File: config.mk
export PLATFORM = sky130hd
export DESIGN_NAME = cst_top
export DESIGN_NICKNAME = d
export VERILOG_FILES = /design/src/cst_top.v
export VERILOG_INCLUDE_DIRS = /design/src
export SDC_FILE = /design/constraint.sdc
export NUM_CORES = 1
export LEC_CHECK = 0
export ABC_AREA = 1
export BUFFER_PORTS_ARGS = -buffer_cell sky130_fd_sc_hd__buf_2
export CELL_PAD_IN_SITES_DETAIL_PLACEMENT = 0
export CELL_PAD_IN_SITES_GLOBAL_PLACEMENT = 1
export CORE_UTILIZATION = 49
export DETAILED_ROUTE_END_ITERATION = 7
export PLACE_DENSITY = 0.88
export SLEW_MARGIN = 20
export SYNTH_ARGS = -nofsm -noshare
export SYNTH_HDL_FRONTEND = slang
export SYNTH_HIERARCHICAL = 1
export SYNTH_SLANG_ARGS = --single-unit
File: constraint.sdc
create_clock -name ref_clk_i -period 3.6 [get_ports ref_clk_i]
set_input_delay 0.36 -clock ref_clk_i [delete_from_list [all_inputs] [get_ports ref_clk_i]]
set_output_delay 0.36 -clock ref_clk_i [all_outputs]
set_load 0.02 [all_outputs]
File: src/cst_defines.vh
`ifndef CST_DEFINES_VH
`define CST_DEFINES_VH
`define CST_CLK_NS 8
`define CST_SCK_HALF_NS 64
`define CST_HALF_CYC (`CST_SCK_HALF_NS / `CST_CLK_NS)
`define CST_DIV_W 8
`define CST_CKS_SLAVE 3'h7
`define CST_BITS8_LAST 5'h07
`define CST_BITS16_LAST 5'h0F
`define CST_FIFO_DEPTH 8
`define CST_FIFO_AW 3
`define CST_ST_IDLE 2'h0
`define CST_ST_WAIT 2'h1
`define CST_ST_RUN 2'h2
`endif

File: src/cst_top.v
`timescale 1ns/1ns
`default_nettype none
`include "cst_defines.vh"

module cst_fifo #(
  parameter W = 16,
  parameter D = 8,
  parameter AW = 3
)
(
  // clock and reset
  input wire clk_i,
  input wire rstn_i,
  // fill side
  input wire in_valid_i,
  input wire [W-1:0] in_data_i,
  output wire in_ready_o,
  // drain side
  output reg out_valid_o,
  output reg [W-1:0] out_data_o,
  input wire out_ready_i
);
  localparam [AW:0] FULL_CNT = D;
  localparam [AW:0] ONE_CNT = 1;
  reg [W-1:0] mem_q [0:D-1];
  reg [AW-1:0] wr_ptr_q;
  reg [AW-1:0] rd_ptr_q;
  reg [AW:0] count_q;
  wire push;
  wire pop;

  assign in_ready_o = (count_q != FULL_CNT);
  assign push = in_valid_i && in_ready_o;
  assign pop = (count_q != {(AW+1){1'b0}}) && (!out_valid_o || out_ready_i);

  always @(posedge clk_i)
  begin
    if (push)
    begin
      mem_q[wr_ptr_q] <= in_data_i;
    end
  end

  always @(posedge clk_i or negedge rstn_i)
  begin
    if (!rstn_i)
    begin
      wr_ptr_q <= {AW{1'b0}};
      rd_ptr_q <= {AW{1'b0}};
      count_q <= {(AW+1){1'b0}};
      out_valid_o <= 1'b0;
      out_data_o <= {W{1'b0}};
    end
    else
    begin
      if (push)
      begin
        wr_ptr_q <= wr_ptr_q + 1'b1;
      end
      if (pop)
      begin
        rd_ptr_q <= rd_ptr_q + 1'b1;
        out_valid_o <= 1'b1;
        out_data_o <= mem_q[rd_ptr_q];
      end
      else if (out_ready_i)
      begin
        out_valid_o <= 1'b0;
      end
      if (push && !pop)
      begin
        count_q <= count_q + ONE_CNT;
      end
      else if (pop && !push)
      begin
        count_q <= count_q - ONE_CNT;
      end
    end
  end
endmodule // cst_fifo

module cst_top (
  // clock and reset
  input wire ref_clk_i,
  input wire rstn_i,
  // serial mode and clock select, one write strobe
  input wire mode_wr_i,
  input wire continuous_mode_select_i,
  input wire transmit_receive_select_i,
  input wire channel_enable_bit_i,
  input wire delayed_interrupt_select_i,
  input wire word_len16_i,
  input wire [2:0] clock_source_select_i,
  // buffer accesses
  input wire tx_buf_wr_i,
  input wire [15:0] tx_buf_data_i,
  input wire init_tx_wr_i,
  input wire [15:0] init_tx_data_i,
  input wire rx_buf_rd_i,
  // status and read data
  output reg transfer_busy_flag_o,
  output reg transfer_done_interrupt_o,
  output reg [15:0] receive_buffer_o,
  output reg [15:0] last_receive_buffer_o,
  output reg [15:0] serial_shift_register_o,
  // received word stream
  output wire rx_valid_o,
  output wire [15:0] rx_data_o,
  input wire rx_ready_i,
  // link pins
  input wire sck_i,
  output reg sck_o,
  output reg sck_oe_o,
  input wire si_i,
  output reg so_o
);
  reg auto_q;
  reg trmd_q;
  reg en_q;
  reg dly_q;
  reg wl16_q;
  reg [2:0] cks_q;
  reg [15:0] tx_buf_q;
  reg [15:0] init_tx_q;
  reg sck_s1_q;
  reg sck_s2_q;
  reg sck_s3_q;
  reg si_s1_q;
  reg si_s2_q;
  reg [`CST_DIV_W-1:0] div_q;
  reg [1:0] state_q;
  reg [1:0] req_q;
  reg [4:0] bit_q;
  reg first_q;
  reg irq_pend_q;
  reg push_q;
  wire master;
  wire tick;
  wire run;
  wire fall_ev;
  wire rise_ev;
  wire last_bit;
  wire done_ev;
  wire start_acc;
  wire reserve;
  wire cont_more;
  wire fifo_ready;
  wire [15:0] sr_shift;
  wire [15:0] tx_word;

  assign master = (cks_q != `CST_CKS_SLAVE);
  assign tick = (div_q == `CST_HALF_CYC - 1);
  assign run = (state_q == `CST_ST_RUN);
  assign fall_ev = run && (master ? (tick && sck_o) : (sck_s3_q && !sck_s2_q));
  assign rise_ev = run && (master ? (tick && !sck_o) : (!sck_s3_q && sck_s2_q));
  assign last_bit = (bit_q == (wl16_q ? `CST_BITS16_LAST : `CST_BITS8_LAST));
  assign done_ev = rise_ev && last_bit;
  // receive buffer read or transmit buffer write only; other accesses never start
  assign start_acc = en_q && (state_q == `CST_ST_IDLE)
    && (trmd_q ? tx_buf_wr_i : rx_buf_rd_i);
  // late access in the window tops the request count back up
  assign reserve = auto_q && en_q && !done_ev && (req_q == 2'h1)
    && (trmd_q ? tx_buf_wr_i : rx_buf_rd_i);
  assign cont_more = auto_q && (req_q == 2'h2);
  assign sr_shift = wl16_q ? {serial_shift_register_o[14:0], si_s2_q}
    : {8'h00, serial_shift_register_o[6:0], si_s2_q};
  assign tx_word = !trmd_q ? 16'h0000 : (first_q ? init_tx_q : tx_buf_q);

  cst_fifo #(
    .W(16),
    .D(`CST_FIFO_DEPTH),
    .AW(`CST_FIFO_AW)
  ) u_fifo (
    .clk_i(ref_clk_i),
    .rstn_i(rstn_i),
    .in_valid_i(push_q),
    .in_data_i(serial_shift_register_o),
    .in_ready_o(fifo_ready),
    .out_valid_o(rx_valid_o),
    .out_data_o(rx_data_o),
    .out_ready_i(rx_ready_i)
  );

  // pin synchronisers
  always @(posedge ref_clk_i or negedge rstn_i)
  begin
    if (!rstn_i)
    begin
      sck_s1_q <= 1'b1;
      sck_s2_q <= 1'b1;
      sck_s3_q <= 1'b1;
      si_s1_q <= 1'b0;
      si_s2_q <= 1'b0;
    end
    else
    begin
      sck_s1_q <= sck_i;
      sck_s2_q <= sck_s1_q;
      sck_s3_q <= sck_s2_q;
      si_s1_q <= si_i;
      si_s2_q <= si_s1_q;
    end
  end

  // configuration and buffer writes
  always @(posedge ref_clk_i or negedge rstn_i)
  begin
    if (!rstn_i)
    begin
      auto_q <= 1'b0;
      trmd_q <= 1'b0;
      en_q <= 1'b0;
      dly_q <= 1'b0;
      wl16_q <= 1'b0;
      cks_q <= 3'h0;
      tx_buf_q <= 16'h0000;
      init_tx_q <= 16'h0000;
      sck_oe_o <= 1'b0;
    end
    else
    begin
      if (mode_wr_i)
      begin
        auto_q <= continuous_mode_select_i;
        trmd_q <= transmit_receive_select_i;
        en_q <= channel_enable_bit_i;
        wl16_q <= word_len16_i;
        cks_q <= clock_source_select_i;
        dly_q <= delayed_interrupt_select_i
          && (clock_source_select_i != `CST_CKS_SLAVE);
      end
      if (tx_buf_wr_i)
      begin
        tx_buf_q <= wl16_q ? tx_buf_data_i : {8'h00, tx_buf_data_i[7:0]};
      end
      if (init_tx_wr_i)
      begin
        init_tx_q <= wl16_q ? init_tx_data_i : {8'h00, init_tx_data_i[7:0]};
      end
      sck_oe_o <= en_q && master;
    end
  end

  // transfer engine
  always @(posedge ref_clk_i or negedge rstn_i)
  begin
    if (!rstn_i)
    begin
      div_q <= {`CST_DIV_W{1'b0}};
      state_q <= `CST_ST_IDLE;
      req_q <= 2'h0;
      bit_q <= 5'h00;
      first_q <= 1'b0;
      irq_pend_q <= 1'b0;
      push_q <= 1'b0;
      transfer_busy_flag_o <= 1'b0;
      transfer_done_interrupt_o <= 1'b0;
      receive_buffer_o <= 16'h0000;
      last_receive_buffer_o <= 16'h0000;
      serial_shift_register_o <= 16'h0000;
      sck_o <= 1'b1;
      so_o <= 1'b0;
    end
    else
    begin
      push_q <= 1'b0;
      if (tick || state_q == `CST_ST_WAIT)
      begin
        div_q <= {`CST_DIV_W{1'b0}};
      end
      else
      begin
        div_q <= div_q + 1'b1;
      end
      // done flag: a set in the same cycle beats the mode-write clear
      if ((done_ev && !(dly_q && master)) || (irq_pend_q && tick))
      begin
        transfer_done_interrupt_o <= 1'b1;
      end
      else if (mode_wr_i)
      begin
        transfer_done_interrupt_o <= 1'b0;
      end
      if (irq_pend_q && tick)
      begin
        irq_pend_q <= 1'b0;
      end
      if (!en_q)
      begin
        serial_shift_register_o <= 16'h0000;
        state_q <= `CST_ST_IDLE;
        transfer_busy_flag_o <= 1'b0;
        req_q <= 2'h0;
        sck_o <= 1'b1;
        so_o <= 1'b0;
      end
      else
      begin
        case (state_q)
          `CST_ST_IDLE:
          begin
            if (start_acc)
            begin
              transfer_busy_flag_o <= 1'b1;
              state_q <= `CST_ST_WAIT;
              req_q <= auto_q ? 2'h2 : 2'h1;
              first_q <= auto_q && trmd_q;
            end
          end
          `CST_ST_WAIT:
          begin
            // hold the next word until the stream can take its result
            if (fifo_ready)
            begin
              state_q <= `CST_ST_RUN;
              serial_shift_register_o <= tx_word;
              so_o <= wl16_q ? tx_word[15] : tx_word[7];
              first_q <= 1'b0;
              bit_q <= 5'h00;
              sck_o <= 1'b1;
            end
          end
          `CST_ST_RUN:
          begin
            if (master && tick)
            begin
              sck_o <= !sck_o;
            end
            if (fall_ev)
            begin
              so_o <= wl16_q ? serial_shift_register_o[15] : serial_shift_register_o[7];
            end
            if (reserve)
            begin
              req_q <= 2'h2;
            end
            if (rise_ev)
            begin
              serial_shift_register_o <= sr_shift;
              bit_q <= bit_q + 5'h01;
            end
            if (done_ev)
            begin
              // the decrement wins over a coinciding late access
              req_q <= req_q - 2'h1;
              push_q <= 1'b1;
              irq_pend_q <= dly_q && master;
              // final word of a continuous run skips both receive buffers; it stays in the shift register and goes to the stream
              if (!auto_q || cont_more)
              begin
                receive_buffer_o <= sr_shift;
                last_receive_buffer_o <= sr_shift;
              end
              if (cont_more)
              begin
                state_q <= `CST_ST_WAIT;
              end
              else
              begin
                state_q <= `CST_ST_IDLE;
                transfer_busy_flag_o <= 1'b0;
              end
            end
          end
          default:
          begin
            state_q <= `CST_ST_IDLE;
          end
        endcase
      end
    end
  end
endmodule // cst_top
`default_nettype wire

==> key figures <==
Run status
  • Status: complete, no violations

Timing
  • Worst Setup Slack, final: 1150 ps
  • Slew headroom: 0.355
  • Fin. max-slew vios: 0
  • Max Freq: 0.407 GHz
  • Worst Max-Slew Pin Slew: 968 ps
  • Final setup skew: 7.14 ps
  • Setup-failing EPs final: 0
  • Fin crit period: 2450 ps
  • TNS Setup: 0 ps
  • RSZ-0062 raised after global routing: no
  • Fin crit share: 0.682
  • Final hold vios: 0

Placed design
  • DP HPWL: 16.7 mm
  • Cells after DPL: 1591
  • Pre-CTS setup slack: 1180 ps
  • Final GP Congestion: 0.834
  • # port buffers: 118

Routing
  • Post-route DRC: 0
  • Vias: 8353
  • Final WL: 26.2 mm
  • DRT antenna net count: 0
  • TritonRoute pass-1 iters: 5
  • Via density: 5.08
  • Average wire per standard cell: 15.9 microns
  • Initial DRC Count: 645

Power and ir drop
  • Sw Share: 0.251
  • Seq pwr share: 0.472
  • Psw: 1.84 mW
  • Internal Power: 5.49 mW
  • Power share of the combinational group: 0.097
  • Total chip power: 7.33 mW
  • Clk pwr share: 0.431
  • Worst ir drop on vdd: 0.373 mV
  • PD cells: 550 nW/um^2
  • Leak: 6.38 nW

Run
  • Max-cap viol count: 0

Global route
  • Initial antenna violation count: 0
  • Number of global-route vias before repair: 7889
  • Congestion Overflow GR: 0
  • First-pass GRT wire length: 42.1 mm
  • GR Util All Layers: 0.223
  • Largest net degree at the start of global routing: 73

Clock tree
  • Inserted Clock Buffers: 27
  • Worst skew pair latency: 530 ps
  • H-tree depth: 1
  • Reg clk slew, reported paths: 60 ps
  • Longest Clk Path Bufs: 3
  • Clock Sinks: 257
  • Clock Tree Root: clkbuf_16
  • Setup Fix Bufs, Post-CTS: 0
  • CTS tree: done

Worst setup path
  • Worst path max stage delay: 530 ps
  • Crit-path cells: inv_1, ha_1, nand2_1, inv_1, nand2_1, nand3_1, o21ai_2, o21ai_0
  • Register-to-register setup slack: 1150 ps
  • R2r startpoint: state_q[0]
  • CP Capture Type: register
  • Depth of the worst register-to-register path: 8
  • CP Class: reg2reg
  • Crit path max fanout: 32
  • Levels on crit path: 8
  • Critical path's slowest cell: nand2_1
  • Critical Path RT: 3960 ps
  • Worst R2R End: serial_shift_register_o[10]
  • WP data arrival: 2820 ps
  • Startpoint type of the worst setup path: register
  • WP buf/inv: 2
  • Cell family with most CP delay: simple AND/OR/NAND/NOR gates

Synth
  • Synthesis warning total: 6
  • Yosys top cell by area: edfxtp_1
  • Area contributors post-synth: edfxtp_1, dfrtp_1, nand2_1
  • Synthesized Nets: 1271
  • Yosys top cell area share: 0.330
  • Predominant post-synthesis flop cell: edfxtp_1
  • FF+latch count, synth: 257
  • Syn Inst Count: 1207
  • EDFF count, synth: 128
  • Distinct cells, synth: 39
  • Mapped Area: 11600 sq um
  • Sequential cell area fraction in the yosys report: 0.608
  • Syn avg cell area: 9.65 sq um
  • Asr flop ratio synth: 0.502
  • Cell with the most instances after synthesis: nand2_1
  • Synth cell count leaders: nand2_1, inv_1, nand3_1

Final layout
  • Area delta synth->final: 14.5%
  • Share of cells above drive strength 1: 0.179
  • Antenna cell count: 0
  • Fin cells: 1643
  • Nets: 1368

Worst hold path
  • Cells on Worst Hold Path: 3
  • HP Start: tx_buf_data_i[0]
  • WHS Endpoint: tx_buf_q[0]
  • Hold/Removal Path Class: in2reg

Floorplan
  • # rows: 56
  • Core area: 23400 sq um
  • IO Pins: 119
  • Die area: 24400 sq um
  • Starting density of the core: 0.497
  • Die Height: 156 microns
  • Chip width: 156 microns
[how the worst max path moves through the flow]
stage,start,endpoint
2_1_floorplan,u_fifo/count_q[1],u_fifo/count_q[3]
3_3_place_gp,state_q[0],serial_shift_register_o[1]
3_5_place_dp,state_q[0],serial_shift_register_o[9]
4_1_cts,state_q[0],serial_shift_register_o[9]
5_1_grt,state_q[0],serial_shift_register_o[2]
6_report,state_q[0],serial_shift_register_o[10]
[logic make-up (layout without fill, tap and decap cells)]
logic type / count (synthesis) / after routing / synth area share
AND/OR/NAND/NOR: 547 / 547 / 0.199
flip-flops: 257 / 257 / 0.608
buffers and inverters: 252 / 369 / 0.104
AO/OA/AOI/OAI: 121 / 121 / 0.0598
adder cells (fa/ha/maj): 15 / 15 / 0.0168
multiplexers: 8 / 8 / 0.00774
XOR/XNOR: 7 / 7 / 0.00527
[worst min-delay path: cells and delay by family]
family	cells	cell delay, ps
compound gates	1	60
buf+inv	1	70
simple gates	1	40
[state kept, by name (all words and copies together), names as in the netlist, 4 cells and up]
name and flops:
tx_buf_q 16, last_receive_buffer_o 16, u_fifo/out_data_o 16, init_tx_q 16
div_q 8, u_fifo/count_q 4, u_fifo/mem_q 128, serial_shift_register_o 16
bit_q 5
[cell usage in the layout, fill, tap and decap left out, drive strengths merged]
master       count
fa               1
a31oi            2
a21oi           25
buf            138
nand3          137
dlygate4sd3      3
nand4            4
and2             1
ha              14
mux2             8
o21ai           76
bufinv           8
o22ai           17
clkinvlp         6
dfrtp          125
clkinv           5
dfstp            4
clkbuf          29
nand2          346
or2              4
nor2            44
xnor2            3
edfxtp         128
nor3             6
nand3b           2
inv            180
o21a             1
xor2             4
nor3b            3
[power by group through the flow]
stage / clock network [mW] / logic (mW) / registers, mW
final: 3.16 / 0.710 / 3.46
after floorplan: 0 / 0.510 / 3.45
after global placement: 0 / 0.694 / 3.51
after detailed placement: 0 / 0.701 / 3.52
after CTS: 3.22 / 0.714 / 3.46
after global routing: 3.34 / 0.805 / 3.49
[per-layer routing]
metal	global-route usage	routed length (microns)	part of all wire	vias up
li1	-	-	-	4058
met1	0.317	12000	0.46	3990
met2	0.358	12200	0.46	266
met3	0.0297	1440	0.055	39
met4	0.0640	594	0.023	0
met5	0	0	0	-
[layout make-up]
| type | count | area (sq um) |
|---|---|---|
| Clock buffer | 29 | 703 |
| Clock inverter | 20 | 323 |
| Fill cell | 2039 | 10100 |
| Inverter | 179 | 674 |
| Multi-Input combinational cell | 698 | 3360 |
| Sequential cell | 257 | 7080 |
| Tap cell | 319 | 399 |
| Timing Repair Buffer | 141 | 790 |
[metrics by stage]
| stage | util | hold WS (ps) | cell area (sq um) |
|---|---|---|---|
| floorplan | - | 64.4 | 11600 |
| global placement | 0.524 | 347 | 12300 |
| detailed placement | 0.524 | 347 | 12300 |
| CTS | 0.569 | 22.3 | 13300 |
| global route | 0.569 | 36.7 | 13300 |
| finish | 0.569 | 40.0 | 13300 |
[repair_timing]
item	CTS	global route
hold endpoints to repair	69	0
hold buffers	3	0
gates resized for setup	0	0
Power figures use the tool's default switching activity.
